==> src/hdl/timer_port_map.svh <==
`ifndef TIMER_PORT_MAP_SVH
`define TIMER_PORT_MAP_SVH

`define SETUP_PORT_SEL     2'h3
`define SEL_MSB            7
`define SEL_LSB            6
`define FMT_MSB            5
`define FMT_LSB            4
`define MODE_MSB           3
`define MODE_LSB           1
`define BCD_BIT            0
`define READBACK_SEL       2'h3
`define FMT_LATCH          2'h0
`define FMT_LOW            2'h1
`define FMT_HIGH           2'h2
`define FMT_BOTH           2'h3

`endif

==> src/hdl/timer_port_pkg.sv <==
package timer_port_pkg;
	typedef enum logic [1:0] {
		FORMAT_LATCH,
		FORMAT_LOW,
		FORMAT_HIGH,
		FORMAT_BOTH
	} byte_format_t;

	typedef enum logic [2:0] {
		WAVE_MODE0,
		WAVE_MODE1,
		WAVE_MODE2,
		WAVE_MODE3,
		WAVE_MODE4,
		WAVE_MODE5
	} wave_mode_t;
endpackage : timer_port_pkg

==> src/hdl/count_channel.sv <==
`timescale 1ns/1ps
`default_nettype none
`include "timer_port_map.svh"

// One channel: staging register, counting element and output latch.
module count_channel #(
	parameter int COUNT_W = 16
) (
	input  wire logic               clk,
	input  wire logic               rst,
	input  wire logic               ce,
	input  wire logic               setup_wr,
	input  wire logic               latch_cmd,
	input  wire logic [7:0]         setup_byte,
	input  wire logic               data_wr,
	input  wire logic               data_rd,
	input  wire logic [7:0]         wr_byte,
	input  wire logic               count_tick,
	output logic [7:0]              rd_byte,
	output logic [COUNT_W-1:0]      count_value,
	output timer_port_pkg::byte_format_t format,
	output timer_port_pkg::wave_mode_t   mode,
	output logic                    bcd,
	output logic                    loaded
);
	// Refuse widths the four-decade decrement and byte split cannot serve
	if (COUNT_W != 16) begin : g_bad_width
		$error("count_channel serves 16-bit counts only");
	end

	logic [7:0]         staging_low_byte;
	logic [7:0]         staging_high_byte;
	logic [7:0]         snapshot_low_byte;
	logic [7:0]         snapshot_high_byte;
	logic               count_snapshot_hold;
	logic               wr_second;
	logic               rd_second;
	logic               load_now;
	logic [COUNT_W-1:0] next_count;
	logic [2:0]         mode_bits;

	assign mode_bits = setup_byte[`MODE_MSB:`MODE_LSB];

	// --------------------------------------------------------------
	// Programming
	// --------------------------------------------------------------
	always_ff @(posedge clk) begin
		if (rst) begin
			format <= timer_port_pkg::FORMAT_LOW;
			mode   <= timer_port_pkg::WAVE_MODE0;
			bcd    <= 1'b0;
		end else if (ce && setup_wr) begin
			format <= timer_port_pkg::byte_format_t'(setup_byte[`FMT_MSB:`FMT_LSB]);
			bcd    <= setup_byte[`BCD_BIT];
			// High mode bit is ignored for modes 2 and 3
			if (mode_bits[1])
				mode <= mode_bits[0] ? timer_port_pkg::WAVE_MODE3 : timer_port_pkg::WAVE_MODE2;
			else if (mode_bits[2])
				mode <= mode_bits[0] ? timer_port_pkg::WAVE_MODE5 : timer_port_pkg::WAVE_MODE4;
			else
				mode <= mode_bits[0] ? timer_port_pkg::WAVE_MODE1 : timer_port_pkg::WAVE_MODE0;
		end
	end

	// --------------------------------------------------------------
	// Count writes
	// --------------------------------------------------------------
	always_comb begin
		load_now = 1'b0;
		if (data_wr)
			load_now = (format != timer_port_pkg::FORMAT_BOTH) || wr_second;
	end

	always_ff @(posedge clk) begin
		if (rst) begin
			staging_low_byte  <= 8'h00;
			staging_high_byte <= 8'h00;
			wr_second         <= 1'b0;
			loaded            <= 1'b0;
		end else if (ce) begin
			loaded <= load_now;
			if (setup_wr) begin
				staging_low_byte  <= 8'h00;
				staging_high_byte <= 8'h00;
				wr_second         <= 1'b0;
			end else if (data_wr) begin
				unique case (format)
					timer_port_pkg::FORMAT_HIGH: staging_high_byte <= wr_byte;
					timer_port_pkg::FORMAT_BOTH: begin
						if (wr_second)
							staging_high_byte <= wr_byte;
						else
							staging_low_byte <= wr_byte;
						wr_second <= ~wr_second;
					end
					default: staging_low_byte <= wr_byte;
				endcase
			end
		end
	end

	// --------------------------------------------------------------
	// Counting element, binary or four decades
	// --------------------------------------------------------------
	function automatic logic [15:0] bcd_dec(input logic [15:0] v);
		logic [15:0] r;
		r = v;
		for (int i = 0; i < 4; i++) begin
			if (r[i*4 +: 4] != 4'h0) begin
				r[i*4 +: 4] = r[i*4 +: 4] - 4'h1;
				break;
			end
			r[i*4 +: 4] = 4'h9;
		end
		return r;
	endfunction : bcd_dec

	always_comb begin
		next_count = count_value;
		if (load_now)
			next_count = (format == timer_port_pkg::FORMAT_LOW) ? {8'h00, wr_byte} :
				(format == timer_port_pkg::FORMAT_HIGH) ? {wr_byte, 8'h00} :
				{wr_byte, staging_low_byte};
		else if (count_tick)
			next_count = bcd ? bcd_dec(count_value) : count_value - 16'h0001;
	end

	// Counting runs on regardless of any held snapshot
	always_ff @(posedge clk) begin
		if (rst)
			count_value <= 16'h0000;
		else if (ce)
			count_value <= next_count;
	end

	// --------------------------------------------------------------
	// Output latch and read sequencing
	// --------------------------------------------------------------
	logic read_done;
	assign read_done = data_rd && ((format != timer_port_pkg::FORMAT_BOTH) || rd_second);

	always_ff @(posedge clk) begin
		if (rst) begin
			count_snapshot_hold <= 1'b0;
			snapshot_low_byte   <= 8'h00;
			snapshot_high_byte  <= 8'h00;
			rd_second           <= 1'b0;
		end else if (ce) begin
			if (setup_wr) begin
				count_snapshot_hold <= 1'b0;
				rd_second           <= 1'b0;
			end else begin
				if (data_rd && format == timer_port_pkg::FORMAT_BOTH)
					rd_second <= ~rd_second;
				if (latch_cmd && !count_snapshot_hold)
					count_snapshot_hold <= 1'b1;
				else if (read_done)
					count_snapshot_hold <= 1'b0;
			end
			if (!count_snapshot_hold && !(latch_cmd && !setup_wr)) begin
				snapshot_low_byte  <= count_value[7:0];
				snapshot_high_byte <= count_value[15:8];
			end else if (latch_cmd && !count_snapshot_hold) begin
				snapshot_low_byte  <= count_value[7:0];
				snapshot_high_byte <= count_value[15:8];
			end
		end
	end

	// Read path sees the latch while held, else the live count
	always_comb begin
		logic [15:0] src;
		src = count_snapshot_hold ? {snapshot_high_byte, snapshot_low_byte} : count_value;
		unique case (format)
			timer_port_pkg::FORMAT_HIGH: rd_byte = src[15:8];
			timer_port_pkg::FORMAT_BOTH: rd_byte = rd_second ? src[15:8] : src[7:0];
			default: rd_byte = src[7:0];
		endcase
	end
endmodule : count_channel
`default_nettype wire

==> src/hdl/interval_timer_program_port.sv <==
`timescale 1ns/1ps
`default_nettype none
`include "timer_port_map.svh"

// How it works
// - No power-up programming needed; reset leaves each channel in low-byte format, mode 0, binary counting.
// - Control words go to port 3 and name their own channel.
// - Count bytes go to the channel's own port, laid out per its format.
// - Bits 7:6 pick channel 0, 1 or 2; 3 is read-back.
// - Bits 5:4 give latch, low only, high only, or low then high.
// - Mode bits decode to six modes; high bit ignored for modes 2 and 3.
// - Bit 0 picks binary or four-decade decimal counting.
// - A new count may come anytime without touching the stored mode.
// - Format 00 on port 3 is a latch command; low bits ignored.
// - Latch freezes the snapshot until read or reprogrammed.
// - Each channel holds its own snapshot state.
// - Latching leaves setup alone and counting continues.
// - A latch to an unread snapshot is ignored.
// - Two-byte byte position survives other accesses.
// - Read and write byte order are tracked separately per channel.
// - Setup clears both staging bytes.
// - Port 3 reads do nothing and leave the bus undriven.
// - Strobes count only while chip select is low, except a read ended by chip select rising.
module interval_timer_program_port #(
	parameter int CHANNELS = 3
) (
	// System
	input  wire logic        CLK_SYS,
	input  wire logic        RST,
	input  wire logic        CE,
	// Processor bus
	input  wire logic        CS_N,
	input  wire logic        RD_N,
	input  wire logic        WR_N,
	input  wire logic        PORT_SELECT_HI,
	input  wire logic        PORT_SELECT_LO,
	input  wire logic [7:0]  DATA_IN,
	output logic      [7:0]  DATA_OUT,
	output logic             DATA_OE,
	// Count clocks and gates
	input  wire logic [2:0]  COUNT_CLK,
	input  wire logic [2:0]  GATE,
	// Channel state
	output logic      [47:0] COUNT_VALUE,
	output logic      [2:0]  COUNT_LOADED
);
	if (CHANNELS != 3) begin : g_bad_channels
		$error("two select bits serve exactly three channels");
	end

	// ------------------------------------------------------------------
	// Strobe decode
	// ------------------------------------------------------------------
	logic [1:0] port_sel;
	logic       rd_level;
	logic       wr_level;
	logic       rd_prev;
	logic       wr_prev;
	logic       rd_pulse;
	logic       wr_pulse;
	logic [2:0] clk_prev;

	assign port_sel = {PORT_SELECT_HI, PORT_SELECT_LO};
	assign rd_level = !CS_N && !RD_N;
	assign wr_level = !CS_N && !WR_N;

	// Act once per strobe, at its trailing edge where the data is settled
	always_ff @(posedge CLK_SYS) begin
		if (RST) begin
			rd_prev  <= 1'b0;
			wr_prev  <= 1'b0;
			clk_prev <= 3'h0;
		end else if (CE) begin
			rd_prev  <= rd_level;
			wr_prev  <= wr_level;
			clk_prev <= COUNT_CLK;
		end
	end

	assign rd_pulse = rd_prev && !rd_level;
	assign wr_pulse = wr_prev && !wr_level && !CS_N;

	logic       setup_sel;
	logic [1:0] channel_pick;
	logic [1:0] byte_format;

	assign setup_sel    = wr_pulse && port_sel == `SETUP_PORT_SEL;
	assign channel_pick = DATA_IN[`SEL_MSB:`SEL_LSB];
	assign byte_format  = DATA_IN[`FMT_MSB:`FMT_LSB];

	// ------------------------------------------------------------------
	// Channels
	// ------------------------------------------------------------------
	logic [7:0] rd_byte [3];
	logic [2:0] ch_setup;
	logic [2:0] ch_latch;
	logic [2:0] ch_wr;
	logic [2:0] ch_rd;
	logic [2:0] ch_tick;
	logic [15:0] ch_count [3];
	logic [2:0] ch_loaded;

	for (genvar i = 0; i < 3; i++) begin : g_ch
		// Read-back selector 11 never matches a channel index
		assign ch_setup[i] = setup_sel && channel_pick == 2'(i) && byte_format != `FMT_LATCH;
		assign ch_latch[i] = setup_sel && channel_pick == 2'(i) && byte_format == `FMT_LATCH;
		assign ch_wr[i]    = wr_pulse && port_sel == 2'(i);
		assign ch_rd[i]    = rd_pulse && port_sel == 2'(i);
		assign ch_tick[i]  = COUNT_CLK[i] && !clk_prev[i] && GATE[i];

		count_channel #(.COUNT_W(16)) u_ch (
			.clk         (CLK_SYS),
			.rst         (RST),
			.ce          (CE),
			.setup_wr    (ch_setup[i]),
			.latch_cmd   (ch_latch[i]),
			.setup_byte  (DATA_IN),
			.data_wr     (ch_wr[i]),
			.data_rd     (ch_rd[i]),
			.wr_byte     (DATA_IN),
			.count_tick  (ch_tick[i]),
			.rd_byte     (rd_byte[i]),
			.count_value (ch_count[i]),
			.format      (),
			.mode        (),
			.bcd         (),
			.loaded      (ch_loaded[i])
		);
	end

	// ------------------------------------------------------------------
	// Output registers
	// ------------------------------------------------------------------
	always_ff @(posedge CLK_SYS) begin
		if (RST) begin
			DATA_OUT     <= 8'h00;
			DATA_OE      <= 1'b0;
			COUNT_VALUE  <= 48'h000000000000;
			COUNT_LOADED <= 3'h0;
		end else if (CE) begin
			DATA_OE      <= rd_level && port_sel != `SETUP_PORT_SEL;
			DATA_OUT     <= (port_sel != `SETUP_PORT_SEL) ? rd_byte[port_sel] : 8'h00;
			COUNT_VALUE  <= {ch_count[2], ch_count[1], ch_count[0]};
			COUNT_LOADED <= ch_loaded;
		end
	end
endmodule : interval_timer_program_port
`default_nettype wire

==> config.mk <==
export PLATFORM = sky130hd
export DESIGN_NAME = interval_timer_program_port
export DESIGN_NICKNAME = d
export VERILOG_FILES = /design/src/hdl/timer_port_pkg.sv /design/src/hdl/count_channel.sv /design/src/hdl/interval_timer_program_port.sv
export VERILOG_INCLUDE_DIRS = /design/src /design/src/hdl
export SDC_FILE = /design/constraint.sdc
export NUM_CORES = 1
export LEC_CHECK = 0
export BUFFER_PORTS_ARGS = -buffer_cell sky130_fd_sc_hd__buf_2
export CORE_MARGIN = 2
export CORE_UTILIZATION = 30
export CTS_BUF_LIST = sky130_fd_sc_hd__clkbuf_2 sky130_fd_sc_hd__clkbuf_4 sky130_fd_sc_hd__clkbuf_8
export DETAILED_ROUTE_END_ITERATION = 7
export GPL_ROUTABILITY_DRIVEN = 0
export GPL_TIMING_DRIVEN = 0
export SLEW_MARGIN = 20
export SYNTH_ARGS = -nofsm -noshare
export SYNTH_HDL_FRONTEND = slang
export SYNTH_SLANG_ARGS = --single-unit
==> constraint.sdc <==
create_clock -name CLK_SYS -period 2.76 [get_ports CLK_SYS]
set_input_delay 0.414 -clock CLK_SYS [delete_from_list [all_inputs] [get_ports CLK_SYS]]
set_output_delay 0.414 -clock CLK_SYS [all_outputs]
set_load 0.01 [all_outputs]
==> results_dict.tcl <==
set metrics [dict create \
    power_mw 7.31 \
    syn_area_per_cell_um2 8.40 \
    clock_sinks 206 \
    final_area_um2 12900 \
    dp_cells 1872 \
    powerDensity_nw_per_um2 566 \
    setup_viol 0 \
    min_path_type "input port to register" \
    fin_crit_sh 0.889 \
    path_max_fanout 10 \
    max_freq_mhz 408 \
    irDropWorstVdd_v 0.000221 \
    layout_setup_ws_ns 0.307 \
    grt_usage 0.200 \
    maxSlewViolCount 0 \
    grt_pass1_vias 9932 \
    cp.arrival_ns 2.87 \
    ios 82 \
    critical_path_class "register to register" \
    finalClockSkew_ns 0.0335 \
    tightest_slew_ns 0.979 \
    wl_per_cell_um 20.5 \
    clk_latency_ns 0.55 \
    coreArea_um2 36600 \
    cts_resized 0 \
    netlist_top_cells_area "dfxtp_1 (37%), mux2i_1 (8.2%), nand2_1 (5.8%)" \
    fin_crit_ns 2.45 \
    syn2layout_area_growth_pct 15.7 \
    synth_area_leader_cell "dfxtp_1" \
    hpwl_um 28500 \
    synth_nets 1357 \
    timing.hold.ws_ns 0.131 \
    seq_area_um2 4120 \
    synth_seq_cells 206 \
    rows 70 \
    drc 0 \
    cp-end-kind "register" \
    synthCells 1329 \
    cts-root-buf "clkbuf_8" \
    initialDrtViolationCount 1240 \
    final_util 0.353 \
    max_cap_viol_count 0 \
    instances_no_fill 1940 \
    vias 10854 \
    place_area_um2 12100 \
    pre_cts_ws_ns -0.0241 \
    cts_buffer_depth 3 \
    rsz0062_at_grt "no" \
    nets 1472 \
    start_util 0.305 \
    grt_pass1_wl_um 60300 \
    synth_edf_count 0 \
    grt_antenna_before_repair 1 \
    post_cts_buffers 0 \
    multi_input_area_um2 6280 \
    totalWireLength_um 39900 \
    cts.clk_slew.worst_paths_ns 0.07 \
    die_w_um 197 \
    crit_path_start_kind "register" \
    synth_common_cells "dfxtp_1 (206), nand2_1 (172), nor2_1 (145)" \
    outcome "completed" \
    cts_hold_buf 0 \
    syn-cell-area_um2 11200 \
    yosysSeqAreaShare 0.369 \
    synthArstFlopShare 0 \
    synth_warnings 0 \
    die_area_um2 38800 \
    slew_headroom 0.347 \
    numPortBuffers 75 \
    ys_types 89 \
    fill_cells 3828 \
    die_h_um 197 \
    synth_top_flop_cell "dfxtp_1" \
    drt_first_pass_iters 8 \
    critPathRequiredTime_ns 3.18 \
    ant_nets 0 \
    cts_tree "yes" \
    grt_max_degree 11 \
    routed_via_density 5.59 \
    overflow 0 \
    hold_viol 0 \
    yosysTopAreaCellShare 0.369 \
    p_leak_nw 4.98 \
    htree_levels 2 \
    synth_most_common_cell "dfxtp_1" \
    fin_setup_tns_ns 0 \
    cts_inserted_buffers 38 \
    final_layout_size_suffix_gt1_frac 0.173 \
]
metal layers:
layer / vias to the layer above / global-route usage / wire, um
li1: 5057 / - / -
met1: 5200 / 0.275 / 17900
met2: 491 / 0.311 / 17500
met3: 106 / 0.0341 / 3000
met4: 0 / 0.0808 / 1500
met5: - / 0 / 0
sequential cells by signal (all words and copies together), names as in the netlist:
register and flops:
COUNT_VALUE 48, g_ch.u_ch.count_value 48, g_ch.u_ch.snapshot_high_byte 24, g_ch.u_ch.snapshot_low_byte 24, g_ch.u_ch.staging_low_byte 24, DATA_OUT 8
g_ch.u_ch.format 6, COUNT_LOADED 3, clk_prev 3, g_ch.u_ch.bcd 3, g_ch.u_ch.count_snapshot_hold 3, g_ch.u_ch.loaded 3
g_ch.u_ch.rd_second 3, g_ch.u_ch.wr_second 3, DATA_OE 1, rd_prev 1, wr_prev 1
report_power, final:
part / internal [mW] / leakage, nW / switching (mW) / total, mW
combinational: 0.430 / 2.90 / 0.698 / 1.13
clock: 1.71 / 0.418 / 1.33 / 3.05
sequential: 3.06 / 1.67 / 0.0764 / 3.14
total: 5.20 / 4.98 / 2.11 / 7.31
critical path, cell delays in order (launching register included):
cell and delay, ns:
dfxtp_1 0.30, buf_2 0.19, nand2b_1 0.18, nand2_1 0.33, buf_2 0.32, mux2_2 0.37
a221oi_1 0.50, o21ai_0 0.15
worst paths after layout:
check | end | cells past startpoint | slack, ns | start
worst min-delay path | clk_prev[1] | 3 | 0.13 | COUNT_CLK[1]
worst min register to register | g_ch[2].u_ch.snapshot_low_byte[0] | 2 | 0.45 | g_ch[2].u_ch.snapshot_low_byte[0]
worst max register to register | DATA_OUT[0] | 7 | 0.31 | g_ch[1].u_ch.format[0]
worst max-delay path | DATA_OUT[0] | 7 | 0.31 | g_ch[1].u_ch.format[0]
kinds of logic after synthesis:
logic type / Yosys count / synth area share
flip-flops: 206 / 0.369
adder cells (fa/ha/maj): 6 / 0.00672
XOR/XNOR: 9 / 0.00706
buffers and inverters: 147 / 0.0681
AND/OR/NAND/NOR: 469 / 0.201
multiplexers: 118 / 0.122
AO/OA/AOI/OAI: 374 / 0.225
layout by cell type, fill, tap and decap left out, types with 6 or more instances in the layout:
master	Yosys	final
clkbuf_1	69	69
a21o_1	6	6
a22oi_1	29	29
o211ai_1	21	21
nor2_1	145	145
xnor2_1	8	8
inv_1	25	25
a31oi_1	13	13
clkbuf_8	9	56
nand2b_1	20	20
a221oi_1	11	11
nand2_1	172	172
nor3_1	34	34
o221ai_1	6	6
and2_1	7	7
o32ai_1	10	10
a21oi_1	123	123
nand3_1	20	20
buf_6	6	6
ha_1	6	6
o21ai_1	6	6
o21a_1	9	9
o31a_1	6	6
a211oi_1	20	20
or3_1	10	10
mux2i_1	92	92
buf_2	28	103
o21ai_0	55	55
clkbuf_4	0	13
mux4_2	12	12
mux2_2	12	12
dfxtp_1	206	206
nor4_1	7	7
and3_1	6	6
o31ai_1	7	7
layout make-up:
cell class,instances,area share
Antenna cell,1,0.000194
Tap cell,468,0.0453
Sequential cell,206,0.319
Timing Repair Buffer,75,0.0291
Clock inverter,7,0.00339
Clock buffer,60,0.0576
Multi-Input combinational cell,976,0.486
Buffer,122,0.0516
Inverter,25,0.00726
Note: power is estimated with default switching activity, not from simulation.
